===== config.mk =====
export PLATFORM = sky130hd
export DESIGN_NAME = ocd_core
export DESIGN_NICKNAME = d
export VERILOG_FILES = /design/src/logic/ocd_pkg.sv /design/src/logic/ocd_core.sv
export VERILOG_INCLUDE_DIRS = /design/src /design/src/logic
export SDC_FILE = /design/constraint.sdc
export NUM_CORES = 1
export LEC_CHECK = 0
export ABC_AREA = 1
export BUFFER_PORTS_ARGS = -buffer_cell sky130_fd_sc_hd__buf_4
export CAP_MARGIN = 20
export CORE_MARGIN = 2
export CORE_UTILIZATION = 55
export DETAILED_ROUTE_END_ITERATION = 10
export PLACE_DENSITY_LB_ADDON = 0.2
export SYNTH_ARGS = -nofsm -noshare
export SYNTH_HDL_FRONTEND = slang
export SYNTH_SLANG_ARGS = --single-unit

===== constraint.sdc =====
create_clock -name sys_clk_i -period 12.4 [get_ports sys_clk_i]
set_input_delay 1.24 -clock sys_clk_i [delete_from_list [all_inputs] [get_ports sys_clk_i]]
set_output_delay 1.24 -clock sys_clk_i [all_outputs]
set_load 0.005 [all_outputs]

===== src/logic/ocd_map.svh =====
`ifndef OCD_MAP_SVH
`define OCD_MAP_SVH

// ---------------------------------------------
// Opcodes outside the subtract groups
// ---------------------------------------------
`define OCD_OP_PREFIX      8'h18
`define OCD_OP_TEST        8'h00
`define OCD_OP_FLAGS_FROM_A 8'h06
`define OCD_OP_FLAGS_TO_A  8'h07
`define OCD_OP_COPY_A_B    8'h16
`define OCD_OP_COPY_B_A    8'h17
`define OCD_OP_SP_TO_IDX   8'h30
`define OCD_OP_IDX_TO_SP   8'h35
`define OCD_OP_SLEEP       8'h3e
`define OCD_OP_TRAP        8'h3f
`define OCD_OP_ZCMP_A      8'h4d
`define OCD_OP_ZCMP_B      8'h5d
`define OCD_OP_ZCMP_IND    8'h6d
`define OCD_OP_ZCMP_EXT    8'h7d
`define OCD_OP_SWAP_D      8'h8f

// ---------------------------------------------
// Cycle counts, opcode fetch included
// ---------------------------------------------
`define OCD_CYC_INH        5'd2
`define OCD_CYC_XFER       5'd3
`define OCD_CYC_IMM        5'd2
`define OCD_CYC_DIR        5'd3
`define OCD_CYC_EXT_IND    5'd4
`define OCD_CYC_WORD_EXTRA 5'd2
`define OCD_CYC_ZCMP_MEM   5'd6
`define OCD_CYC_PREFIX     5'd1
`define OCD_PUSH_LAST      4'h8

// ---------------------------------------------
// Flag bit positions and reset values
// ---------------------------------------------
`define OCD_F_X            6
`define OCD_F_I            4
`define OCD_F_N            3
`define OCD_F_Z            2
`define OCD_F_V            1
`define OCD_F_C            0
`define OCD_RST_FLAGS      8'hd0
`define OCD_RST_PC         16'h0000
`define OCD_RST_SP         16'h0000
`define OCD_VEC_TRAP       16'hff00
`define OCD_IDLE_ADDR      16'hffff

`endif


===== src/logic/ocd_pkg.sv =====
`default_nettype none

package ocd_pkg;

   typedef enum logic [3:0] {
      st_fetch    = 4'b0000,
      st_prefix   = 4'b0001,
      st_operand  = 4'b0010,
      st_calc     = 4'b0011,
      st_data     = 4'b0100,
      st_pad      = 4'b0101,
      st_stk_pre  = 4'b0110,
      st_stack    = 4'b0111,
      st_stk_post = 4'b1000,
      st_sleep    = 4'b1001,
      st_vector   = 4'b1010,
      st_testrun  = 4'b1011
   } ocd_st_t;

   // Subtract-group modes follow opcode bits 5:4
   typedef enum logic [2:0] {
      m_imm = 3'b000,
      m_dir = 3'b001,
      m_ind = 3'b010,
      m_ext = 3'b011,
      m_inh = 3'b100
   } ocd_mode_t;

   typedef enum logic [4:0] {
      k_illegal    = 5'b00000,
      k_sub_a      = 5'b00001,
      k_sub_b      = 5'b00010,
      k_sub_d      = 5'b00011,
      k_zcmp_mem   = 5'b00100,
      k_zcmp_a     = 5'b00101,
      k_zcmp_b     = 5'b00110,
      k_flags_in   = 5'b00111,
      k_flags_out  = 5'b01000,
      k_copy_a_b   = 5'b01001,
      k_copy_b_a   = 5'b01010,
      k_sp_to_idx  = 5'b01011,
      k_idx_to_sp  = 5'b01100,
      k_swap_d     = 5'b01101,
      k_soft_trap  = 5'b01110,
      k_sleep      = 5'b01111,
      k_test_run   = 5'b10000
   } ocd_kind_t;

   typedef struct packed {
      ocd_kind_t kind;
      ocd_mode_t mode;
      logic [4:0] total;
   } ocd_dec_t;

   typedef struct packed {
      ocd_st_t     st;
      logic [4:0]  cyc;
      logic [3:0]  cnt;
      logic [7:0]  op;
      logic        pfx;
      logic [15:0] pc;
      logic [15:0] sp;
      logic [15:0] ix;
      logic [15:0] iy;
      logic [15:0] ea;
      logic [15:0] opw;
      logic [15:0] addr;
      logic [7:0]  a;
      logic [7:0]  b;
      logic [7:0]  flag_register;
      logic [7:0]  wdata;
      logic        rw;
      logic        ill;
      logic        wt;
      logic        vsel;
   } ocd_state_t;

endpackage

`default_nettype wire


===== src/logic/ocd_core.sv =====
// Function
// - Subtract memory byte from A, four modes plus Y-indexed, 2 to 5 cycles.
// - Subtract memory byte from B, same modes and cycle counts as A.
// - Subtract 16-bit word from D, 4 to 7 cycles, update N Z V C.
// - Opcode 06 loads all flags from A in 2 cycles.
// - Loading flags from A may clear the X mask, never set it.
// - Opcode 07 copies flags into A in 2 cycles, flags untouched.
// - Opcode 00 in test mode increments address bus until reset.
// - Memory byte compared with zero, 6/6/7 cycles, N Z set, V C cleared.
// - Opcodes 4D and 5D compare A or B with zero in 2 cycles.
// - Opcode 30 loads index X with SP plus one in 3 cycles.
// - Opcode 18 30 loads index Y with SP plus one in 4 cycles.
// - Opcode 35 loads SP with index X minus one in 3 cycles.
// - Opcode 18 35 loads SP with index Y minus one in 4 cycles.
// - Sleep opcode stacks in 12 cycles, idles n, fetches vector: 14+n.
// - Direct operand byte is the address low half, high half zero.
// - Indexed operand is unsigned byte added to selected index register.
// - Sixteen-bit immediate fetched high byte first, then low byte.
// - Extended address fetched high byte first, then low byte.
`default_nettype none
`include "ocd_map.svh"

module ocd_core
   import ocd_pkg::*;
(
   input  wire logic        sys_clk_i,
   input  wire logic        rst_i,
   input  wire logic [7:0]  data_i,
   input  wire logic        irq_i,
   input  wire logic        xirq_i,
   input  wire logic        test_mode_i,
   input  wire logic [15:0] irq_vec_i,
   output var  logic [15:0] addr_o,
   output var  logic        rw_o,
   output var  logic [7:0]  wdata_o,
   output var  logic [7:0]  acc_a_o,
   output var  logic [7:0]  acc_b_o,
   output var  logic [15:0] index_x_o,
   output var  logic [15:0] index_y_o,
   output var  logic [15:0] sp_o,
   output var  logic [15:0] pc_o,
   output var  logic [7:0]  flag_register_o,
   output var  logic        illegal_op_o,
   output var  logic        sleeping_o
);
   import ocd_pkg::*;

   localparam ocd_state_t RST_STATE = '{st: st_fetch, pc: `OCD_RST_PC, sp: `OCD_RST_SP,
                                        addr: `OCD_RST_PC, flag_register: `OCD_RST_FLAGS, rw: 1'b1,
                                        default: '0};

   ocd_state_t  q;
   ocd_state_t  d;
   ocd_dec_t    dc;
   logic        go;
   logic        fin;
   logic        wake;
   logic [15:0] idx;
   logic [7:0]  lhs8;
   logic [8:0]  dif9;
   logic [16:0] dif17;

   // ---------------------------------------------
   // Opcode decode
   // ---------------------------------------------
   function automatic ocd_dec_t ocd_decode(input logic [7:0] op, input logic pfx);
      ocd_dec_t r;
      r.kind  = k_illegal;
      r.mode  = m_inh;
      r.total = `OCD_CYC_INH;
      if (op[7] && op[3:0] == 4'h0) begin
         r.kind = op[6] ? k_sub_b : k_sub_a;
         r.mode = ocd_mode_t'({1'b0, op[5:4]});
      end else if (op[7:6] == 2'b10 && op[3:0] == 4'h3) begin
         r.kind = k_sub_d;
         r.mode = ocd_mode_t'({1'b0, op[5:4]});
      end else begin
         case (op)
            `OCD_OP_TEST:         r.kind = k_test_run;
            `OCD_OP_FLAGS_FROM_A: r.kind = k_flags_in;
            `OCD_OP_FLAGS_TO_A:   r.kind = k_flags_out;
            `OCD_OP_COPY_A_B:     r.kind = k_copy_a_b;
            `OCD_OP_COPY_B_A:     r.kind = k_copy_b_a;
            `OCD_OP_ZCMP_A:       r.kind = k_zcmp_a;
            `OCD_OP_ZCMP_B:       r.kind = k_zcmp_b;
            `OCD_OP_SP_TO_IDX:    r.kind = k_sp_to_idx;
            `OCD_OP_IDX_TO_SP:    r.kind = k_idx_to_sp;
            `OCD_OP_SWAP_D:       r.kind = k_swap_d;
            `OCD_OP_TRAP:         r.kind = k_soft_trap;
            `OCD_OP_SLEEP:        r.kind = k_sleep;
            `OCD_OP_ZCMP_IND,
            `OCD_OP_ZCMP_EXT: begin
               r.kind = k_zcmp_mem;
               r.mode = ocd_mode_t'({1'b0, op[5:4]});
            end
            default:              r.kind = k_illegal;
         endcase
      end
      if (r.kind == k_sp_to_idx || r.kind == k_idx_to_sp || r.kind == k_swap_d) begin
         r.total = `OCD_CYC_XFER;
      end else if (r.kind == k_zcmp_mem) begin
         r.total = `OCD_CYC_ZCMP_MEM;
      end else if (r.mode == m_imm) begin
         r.total = `OCD_CYC_IMM;
      end else if (r.mode == m_dir) begin
         r.total = `OCD_CYC_DIR;
      end else if (r.mode != m_inh) begin
         r.total = `OCD_CYC_EXT_IND;
      end
      if (r.kind == k_sub_d) begin
         r.total = r.total + `OCD_CYC_WORD_EXTRA;
      end
      // Prefix only selects Y for indexed and register transfer forms
      if (pfx) begin
         if (r.mode == m_ind || r.kind == k_sp_to_idx || r.kind == k_idx_to_sp ||
             r.kind == k_swap_d) begin
            r.total = r.total + `OCD_CYC_PREFIX;
         end else begin
            r.kind  = k_illegal;
            r.mode  = m_inh;
            r.total = `OCD_CYC_INH + `OCD_CYC_PREFIX;
         end
      end
      return r;
   endfunction

   // ---------------------------------------------
   // Sequencer
   // ---------------------------------------------
   always_comb begin
      d     = q;
      dc    = ocd_decode(q.op, q.pfx);
      go    = 1'b0;
      fin   = 1'b0;
      lhs8  = 8'h00;
      dif9  = 9'h000;
      dif17 = 17'h00000;
      d.ill = 1'b0;
      d.cyc = q.cyc + 5'd1;
      idx   = q.pfx ? q.iy : q.ix;
      wake  = (irq_i & ~q.flag_register[`OCD_F_I]) | (xirq_i & ~q.flag_register[`OCD_F_X]);
      unique case (q.st)
         st_fetch: begin
            d.op  = data_i;
            d.pfx = 1'b0;
            d.pc  = q.pc + 16'h0001;
            if (data_i == `OCD_OP_PREFIX) begin
               d.st = st_prefix;
            end else begin
               go = 1'b1;
            end
         end
         st_prefix: begin
            d.op  = data_i;
            d.pfx = 1'b1;
            d.pc  = q.pc + 16'h0001;
            go    = 1'b1;
         end
         st_operand: begin
            d.pc = q.pc + 16'h0001;
            d.st = st_data;
            d.cnt = 4'h0;
            unique case (dc.mode)
               m_dir: d.ea = {8'h00, data_i};
               m_ind: begin
                  d.ea = idx + {8'h00, data_i};
                  d.st = st_calc;
               end
               default: begin
                  if (q.cnt == 4'h0) begin
                     d.ea[15:8] = data_i;
                     d.cnt      = 4'h1;
                     d.st       = st_operand;
                  end else begin
                     d.ea[7:0] = data_i;
                  end
               end
            endcase
         end
         st_calc: d.st = st_data;
         st_data: begin
            if (dc.mode == m_imm) begin
               d.pc = q.pc + 16'h0001;
            end
            if (dc.kind == k_sub_d && q.cnt == 4'h0) begin
               d.opw[15:8] = data_i;
               d.cnt       = 4'h1;
            end else begin
               d.opw[7:0] = data_i;
               fin        = 1'b1;
            end
         end
         st_pad:      fin = 1'b1;
         st_stk_pre: begin
            d.st  = st_stack;
            d.cnt = 4'h0;
         end
         st_stack: begin
            d.sp  = q.sp - 16'h0001;
            d.cnt = q.cnt + 4'h1;
            if (q.cnt == `OCD_PUSH_LAST) begin
               d.st = st_stk_post;
            end
         end
         st_stk_post: begin
            d.cnt = 4'h0;
            if (dc.kind == k_soft_trap) begin
               d.flag_register[`OCD_F_I] = 1'b1;
               d.vsel          = 1'b0;
               d.st            = st_vector;
            end else begin
               d.wt = 1'b1;
               d.st = st_sleep;
            end
         end
         st_sleep: begin
            if (wake) begin
               d.wt            = 1'b0;
               d.vsel          = 1'b1;
               d.flag_register[`OCD_F_I] = 1'b1;
               d.flag_register[`OCD_F_X] = q.flag_register[`OCD_F_X] | (xirq_i & ~q.flag_register[`OCD_F_X]);
               d.st            = st_vector;
            end
         end
         st_vector: begin
            if (q.cnt == 4'h0) begin
               d.pc[15:8] = data_i;
               d.cnt      = 4'h1;
            end else begin
               d.pc[7:0] = data_i;
               d.st      = st_fetch;
               d.cyc     = 5'd0;
            end
         end
         st_testrun: d.st = st_testrun;
         default:    d.st = st_fetch;
      endcase

      if (go) begin
         dc    = ocd_decode(d.op, d.pfx);
         d.cnt = 4'h0;
         d.ill = (dc.kind == k_illegal) || (dc.kind == k_test_run && !test_mode_i);
         if (dc.kind == k_test_run && test_mode_i) begin
            d.st = st_testrun;
         end else if (dc.kind == k_soft_trap || dc.kind == k_sleep) begin
            d.st = st_stk_pre;
         end else if (dc.mode == m_inh) begin
            fin = 1'b1;
         end else if (dc.mode == m_imm) begin
            d.st = st_data;
         end else begin
            d.st = st_operand;
         end
      end

      // ---------------------------------------------
      // Execute on the last cycle of the instruction
      // ---------------------------------------------
      if (fin) begin
         if (q.cyc != dc.total - 5'd1) begin
            d.st = st_pad;
         end else begin
            d.st  = st_fetch;
            d.cyc = 5'd0;
            unique case (dc.kind)
               k_sub_a, k_sub_b: begin
                  lhs8 = (dc.kind == k_sub_a) ? q.a : q.b;
                  dif9 = {1'b0, lhs8} - {1'b0, d.opw[7:0]};
                  d.flag_register[`OCD_F_N] = dif9[7];
                  d.flag_register[`OCD_F_Z] = (dif9[7:0] == 8'h00);
                  d.flag_register[`OCD_F_V] = (lhs8[7] ^ d.opw[7]) & (lhs8[7] ^ dif9[7]);
                  d.flag_register[`OCD_F_C] = dif9[8];
                  if (dc.kind == k_sub_a) begin
                     d.a = dif9[7:0];
                  end else begin
                     d.b = dif9[7:0];
                  end
               end
               k_sub_d: begin
                  dif17 = {1'b0, q.a, q.b} - {1'b0, d.opw};
                  d.flag_register[`OCD_F_N] = dif17[15];
                  d.flag_register[`OCD_F_Z] = (dif17[15:0] == 16'h0000);
                  d.flag_register[`OCD_F_V] = (q.a[7] ^ d.opw[15]) & (q.a[7] ^ dif17[15]);
                  d.flag_register[`OCD_F_C] = dif17[16];
                  {d.a, d.b}      = dif17[15:0];
               end
               k_zcmp_mem, k_zcmp_a, k_zcmp_b: begin
                  lhs8 = (dc.kind == k_zcmp_a) ? q.a :
                         (dc.kind == k_zcmp_b) ? q.b : d.opw[7:0];
                  d.flag_register[`OCD_F_N] = lhs8[7];
                  d.flag_register[`OCD_F_Z] = (lhs8 == 8'h00);
                  d.flag_register[`OCD_F_V] = 1'b0;
                  d.flag_register[`OCD_F_C] = 1'b0;
               end
               k_copy_a_b, k_copy_b_a: begin
                  lhs8 = (dc.kind == k_copy_a_b) ? q.a : q.b;
                  d.a  = lhs8;
                  d.b  = lhs8;
                  d.flag_register[`OCD_F_N] = lhs8[7];
                  d.flag_register[`OCD_F_Z] = (lhs8 == 8'h00);
                  d.flag_register[`OCD_F_V] = 1'b0;
               end
               k_flags_in:  d.flag_register = {q.a[7], q.flag_register[`OCD_F_X] & q.a[6], q.a[5:0]};
               k_flags_out: d.a = q.flag_register;
               k_sp_to_idx: begin
                  if (q.pfx) begin
                     d.iy = q.sp + 16'h0001;
                  end else begin
                     d.ix = q.sp + 16'h0001;
                  end
               end
               k_idx_to_sp: d.sp = idx - 16'h0001;
               k_swap_d: begin
                  {d.a, d.b} = idx;
                  if (q.pfx) begin
                     d.iy = {q.a, q.b};
                  end else begin
                     d.ix = {q.a, q.b};
                  end
               end
               default: d.a = q.a;
            endcase
         end
      end

      // ---------------------------------------------
      // Bus access for the coming cycle
      // ---------------------------------------------
      d.rw    = 1'b1;
      d.wdata = 8'h00;
      unique case (d.st)
         st_fetch, st_prefix, st_operand: d.addr = d.pc;
         st_data: d.addr = (dc.mode == m_imm) ? d.pc : d.ea + {15'd0, d.cnt[0]};
         st_stack: begin
            d.addr = d.sp;
            d.rw   = 1'b0;
            unique case (d.cnt)
               4'h0:    d.wdata = d.pc[7:0];
               4'h1:    d.wdata = d.pc[15:8];
               4'h2:    d.wdata = d.iy[7:0];
               4'h3:    d.wdata = d.iy[15:8];
               4'h4:    d.wdata = d.ix[7:0];
               4'h5:    d.wdata = d.ix[15:8];
               4'h6:    d.wdata = d.a;
               4'h7:    d.wdata = d.b;
               default: d.wdata = d.flag_register;
            endcase
         end
         st_vector:  d.addr = (d.vsel ? irq_vec_i : `OCD_VEC_TRAP) + {15'd0, d.cnt[0]};
         // First test cycle starts after the opcode
         st_testrun: d.addr = (q.st == st_testrun) ? q.addr + 16'h0001 : d.pc;
         default:    d.addr = `OCD_IDLE_ADDR;
      endcase
   end

   always_ff @(posedge sys_clk_i or posedge rst_i) begin
      if (rst_i) begin
         q <= RST_STATE;
      end else begin
         q <= d;
      end
   end

   // ---------------------------------------------
   // Outputs, all straight from the state flops
   // ---------------------------------------------
   assign addr_o          = q.addr;
   assign rw_o            = q.rw;
   assign wdata_o         = q.wdata;
   assign acc_a_o         = q.a;
   assign acc_b_o         = q.b;
   assign index_x_o       = q.ix;
   assign index_y_o       = q.iy;
   assign sp_o            = q.sp;
   assign pc_o            = q.pc;
   assign flag_register_o = q.flag_register;
   assign illegal_op_o    = q.ill;
   assign sleeping_o      = q.wt;

endmodule

`default_nettype wire


* Word level (Yosys, flattened, before mapping)
Cells that the tools add are included.
** Storage, ports and cells
- Register bits :: 170
- Input bits :: 29
- Output and inout port bits :: 115
- Logic and storage cells :: 311
** Operators by class
- Add/subtract/negate cells :: 17
- Equality and inequality tests :: 96
- Muxes and demuxes :: 115
- Bitwise logic cells :: 13
- Reductions and logical operators :: 50
** Operators with widths (number)
- $mux W16 :: 13
- $mux W8 :: 19
- $pmux W5 S13 :: 2
- $mux W48 :: 2
- $pmux W16 S5 :: 1
- $eq A5 B4 Y1 const B :: 15
- $eq A8 B6 Y1 const B :: 8
- $eq A8 B7 Y1 const B :: 8
- $pmux W32 S2 :: 1
- $pmux W8 S8 :: 1
- $mux W13 :: 4
- $add A16 B1 Y16 const B :: 3
- $mux W24 :: 2
- $pmux W16 S3 :: 1
- $mux W3 :: 15
- $mux W4 :: 11
- $eq A4 B3 Y1 const B :: 10
- $eq A8 B5 Y1 const B :: 5
- $logic_not A8 Y1 :: 5
- $mux W5 :: 8
- $pmux W4 S10 :: 1
- $pmux W8 S5 :: 1
- $add A16 B1 Y16 :: 2
- $eq A8 B3 Y1 const B :: 4
- 50 further kinds :: 149

* Depth between registers and ports, before layout
- Depth in word-level cells :: 33
- Depth in mapped cells :: 40
- Depth with buffers taken out :: 38

* Least setup slack after synthesis
No wires, ideal clock.
- Path type :: input to register
- From :: input data_i[7]
- To :: register q (netlist bit wdata_o[2])
- Setup time :: 0.116 ns
- Arrival :: 5.368 ns
- Data required time :: 12.284 ns
- Setup slack :: 6.916 ns
- Stages :: 35
- Path through :: inv_1 -> nand3_2 -> nand2_2 -> nand2_2 -> nor2_1 -> nand2_2 -> nand2_2 -> nor2_8 -> nand3_4 -> nand2_4 -> o21bai_4 -> nand2_2 -> nor2_4 -> buf_2 -> clkbuf_1 -> o21ai_0 -> ha_1 -> nand2_1 -> o21ai_0 -> a21oi_1 -> o21bai_1 -> a21oi_1 -> o21ai_0 -> xor2_1 -> nor3_1 -> nand3_1 -> o21ai_1 -> inv_1 -> nand2_1 -> nor2_1 -> nand3_1 -> nand2_1 -> nand2_1 -> nand2_1 -> nor2_1
** RTL lines
- from (decl) :: line ocd_core.sv:28 : input wire logic [7:0] data_i,
- to (signal assigned) :: line ocd_core.sv:358 : q <= RST_STATE;
- to (signal assigned) :: line ocd_core.sv:360 : q <= d;
- to (decl) :: line ocd_core.sv:52 : ocd_state_t q;

==> flow_summary.ini <==
[status]
status = finished, final reports clean

[logic_synthesis]
ys.flop_type = dfrtp_1
syn-instance-count = 2863
synth-edff-count = 0
ys_seq_area_frac = 0.2412
cell_area_after_synthesis_um2 = 17660
synth_top_cell_area_share = 0.2352
postSynthAreaPerCell_um2 = 6.168
synth.top_cells.by_area = dfrtp_1 (24%), nand2_1 (17%), inv_1 (7.2%), nor2_1 (6.5%), nand3_1 (5.8%)
yosysWarningCount = 0
synth.net_count = 2946
postSynth.asyncResetShare = 1.000
synth.distinct_cells = 61
synth_top_cell_by_area = dfrtp_1
synth_seq_cells = 170

[pwr]
power.sequential.fraction = 0.210
power_report.internal_total_mw = 1.810
cellLeakagePower_nw = 9.859
pwr-share-clk = 0.132
ir_drop_v = 0.0001708
switching_power_mw = 2.440
sw_frac_of_total = 0.5741
p_per_area_nw_per_um2 = 226.0
power.share.combinational = 0.658

[drt]
totalWireLength_um = 69410
antenna_violating_nets_post_route = 0
number_of_vias_in_the_routed_layout = 19850
number_of_detailed_route_iterations_in_the_first_pass = 6
vias_per_cell = 6.067
post_detailed_route_wirelength_per_cell_um = 21.21
remaining_drc_errors = 0
drtIter0Drc = 2686

[worst_setup_path]
cp_max_fo = 37
worst_path_most_repeated_cell = nand2_1
cpMaxStageDelayCell = nor2_4
timing.critical_path.from_type = primary input
worst_path_arrival_ns = 6.97
critPathRequiredTime_ns = 12.74
critical-path-max-stage-delay_ns = 0.60
cp-end-kind = register
timing_worst_setup_path_type = in -> reg

[clock_tree]
clock_tree_from_tritoncts = yes
ctsRootBufferMaster = clkbuf_16
postcts_setup_bufs = 0
clk_transition_reported_paths_ns = 0.07
number_of_hold_repair_buffers_added_at_the_cts_stage = 0
cts_repair_resize_count = 0
tritoncts.num_buffers = 17
cts.sink_count = 170
clk-insertion-delay-late_ns = 0.46
cts_buffer_depth = 2
htreeDepth = 4

[die]
fp-row-count = 65
start_util = 0.5596
fp.dieArea_um2 = 33550
floorplan.core_area_um2 = 31560
io-pin-count = 144
die_height_um = 183.2
die_width_um = 183.2

[timing]
final_hold_viol_count = 0
finalSetupTns_ns = 0
slew_violations = 0
setup_viol = 0
whs_ns = 0.5035
timing.final.crit_period_ns = 6.632
grt_setup_unrepaired = no
worst_case_headroom_to_the_max_slew_limit = 0.2801
period_share = 0.5349
max_slew.worst_pin.slew_ns = 1.073
clock.fmax_mhz = 150.8
worst_clock_skew_ns = 0.01442

[grt]
grt_max_degree = 82
grt_pass1_vias = 18160
global_route.usage.total = 0.4118
antenna_found_initial = 1
globalRoute.totalOverflow = 0
grt_pass1_wl_um = 105200

[worst_hold_path]
min_path_type = reg -> reg

[run]
maxCapViolations = 0

[finish]
layout_stage_area_growth_over_the_synthesis_result_pct = 6.483
num_antenna_cells = 0
instances_no_fill = 3272
drive_above_1_share = 0.1111
finalNetCount = 2940

[place]
gp_congestion = 1.002
dp.cells = 3240
placement.io_buffers = 143
post_detailed_placement_half_perimeter_wirelength_um = 53950
## power by group through the flow
stage | Sequential [mW] | Combinational (mW) | Clock [mW]
after floorplan | 0.802 | 1.94 | 0
after global placement | 0.886 | 2.68 | 0
after detailed placement | 0.889 | 2.70 | 0
after CTS | 0.880 | 2.72 | 0.562
after global routing | 0.901 | 3.05 | 0.582
final | 0.893 | 2.80 | 0.561
## synth_stat cells, drive strengths merged (3+ instances only)
| library cell | count |
|---|---|
| o211ai | 42 |
| nand3 | 219 |
| nand2 | 850 |
| o2111ai | 9 |
| a21boi | 5 |
| o21bai | 6 |
| a21oi | 105 |
| clkbuf | 48 |
| o221ai | 4 |
| or2 | 23 |
| ha | 51 |
| inv | 353 |
| o21a | 6 |
| a211oi | 16 |
| xor2 | 70 |
| nand3b | 8 |
| buf | 146 |
| o21ai | 201 |
| fa | 3 |
| a22oi | 19 |
| nor3b | 3 |
| dfrtp | 166 |
| nand4 | 67 |
| nor3 | 40 |
| nor2 | 329 |
| clkinv | 7 |
| o22ai | 18 |
| nor4 | 11 |
| dfstp | 4 |
| xnor2 | 16 |
## cell type report
class | instances | area (µm²)
fill | 3129 | 12750
multi-input combinational | 2139 | 10830
timing repair buffer | 169 | 1269
inverter | 360 | 1356
clock buffer | 18 | 429.2
tap | 402 | 503.0
clock inverter | 14 | 155.1
sequential | 170 | 4260
## cell families (layout without fill, tap and decap cells)
logic type | Yosys count | count (layout) | share of synthesized area
and+or+nand+nor | 1554 | 1554 | 0.3841
buffers and inverters | 554 | 561 | 0.1458
AOI/OAI and AO/OA | 445 | 445 | 0.1467
DFF | 170 | 170 | 0.2412
xor gates and xnor gates | 86 | 86 | 0.04266
adders and majority gates | 54 | 54 | 0.03954
## routing by layer
layer  part of all wire  vias to the layer above  routed length, µm  track usage
met4              0.051                        2               3550       0.1869
met1               0.40                     9295              28090       0.5583
met3               0.11                      195               7736      0.08320
li1                   -                     9177                  -            -
met5            0.00019                        -                 13            0
met2               0.43                     1182              30020       0.6341
## placed cells by master, fill, tap and decap left out, types with 4 or more instances in the layout
master       n
clkinv_4     4
nand2_1    820
a211oi_1    16
o211ai_1    42
nand2_2     26
nor2_1     307
nand3b_1     8
nand4_1     64
o2111ai_1    9
xnor2_1     16
inv_6        5
nand2_4      4
ha_1        51
nand3_2     12
o21ai_0    175
nor2_4       4
a21oi_1    104
clkbuf_16   17
clkinv_1     7
a22oi_1     19
o21bai_1     5
xor2_1      70
o21ai_1     26
dfstp_2      4
nand3_1    205
o22ai_1     18
nor4_1      11
nor3_1      38
o221ai_1     4
inv_1      336
o21a_1       6
or2_2       23
nor2_2      16
dfrtp_1    165
buf_4      169
inv_2       16
## critical path: cells and delay by family
kind | cells | cell delay (ns)
AO/OA/AOI/OAI | 7 | 1.20
XOR/XNOR | 1 | 0.45
adder cells (fa/ha/maj) | 1 | 0.39
buffers and inverters | 5 | 1.01
AND/OR/NAND/NOR | 17 | 2.67
## metrics by stage
| step | utilization | total power, mW | worst slack (ns) | area (µm²) |
|---|---|---|---|---|
| floorplan | - | 2.743 | 6.563 | 17660 |
| global placement | 0.5774 | 3.561 | 5.623 | 18220 |
| detailed placement | 0.5774 | 3.588 | 5.447 | 18220 |
| CTS | 0.5959 | 4.159 | 5.910 | 18800 |
| global route | 0.5959 | 4.531 | 5.099 | 18800 |
| finish | 0.5959 | 4.250 | 5.768 | 18800 |
## sequential cells by signal (all words and copies together), names as in the netlist, 8 cells and up
| name | cells |
|---|---|
| index_y_o | 16 |
| sp_o | 16 |
| pc_o | 16 |
| wdata_o | 8 |
| acc_b_o | 8 |
| q | 55 |
| addr_o | 16 |
| index_x_o | 16 |
| acc_a_o | 8 |
| flag_register_o | 8 |
## final timing paths
| path | startpoint | endpoint | slack (ns) | depth (start not counted) |
|---|---|---|---|---|
| worst min register to register | q[66]$_DFF_PP0_ | q[66]$_DFF_PP0_ | 0.50 | 2 |
| min in group asynchronous | rst_i | pc_o[1]$_DFF_PP0_ | 0.80 | 2 |
| max in group asynchronous | rst_i | q[148]$_DFF_PP0_ | 10.28 | 3 |
| worst max-delay path | data_i[4] | wdata_o[2]$_DFF_PP0_ | 5.77 | 31 |
| worst max register to register | q[169]$_DFF_PP0_ | wdata_o[2]$_DFF_PP0_ | 6.11 | 33 |
| worst min-delay path | q[66]$_DFF_PP0_ | q[66]$_DFF_PP0_ | 0.50 | 2 |
Power figures use the tool's default switching activity.
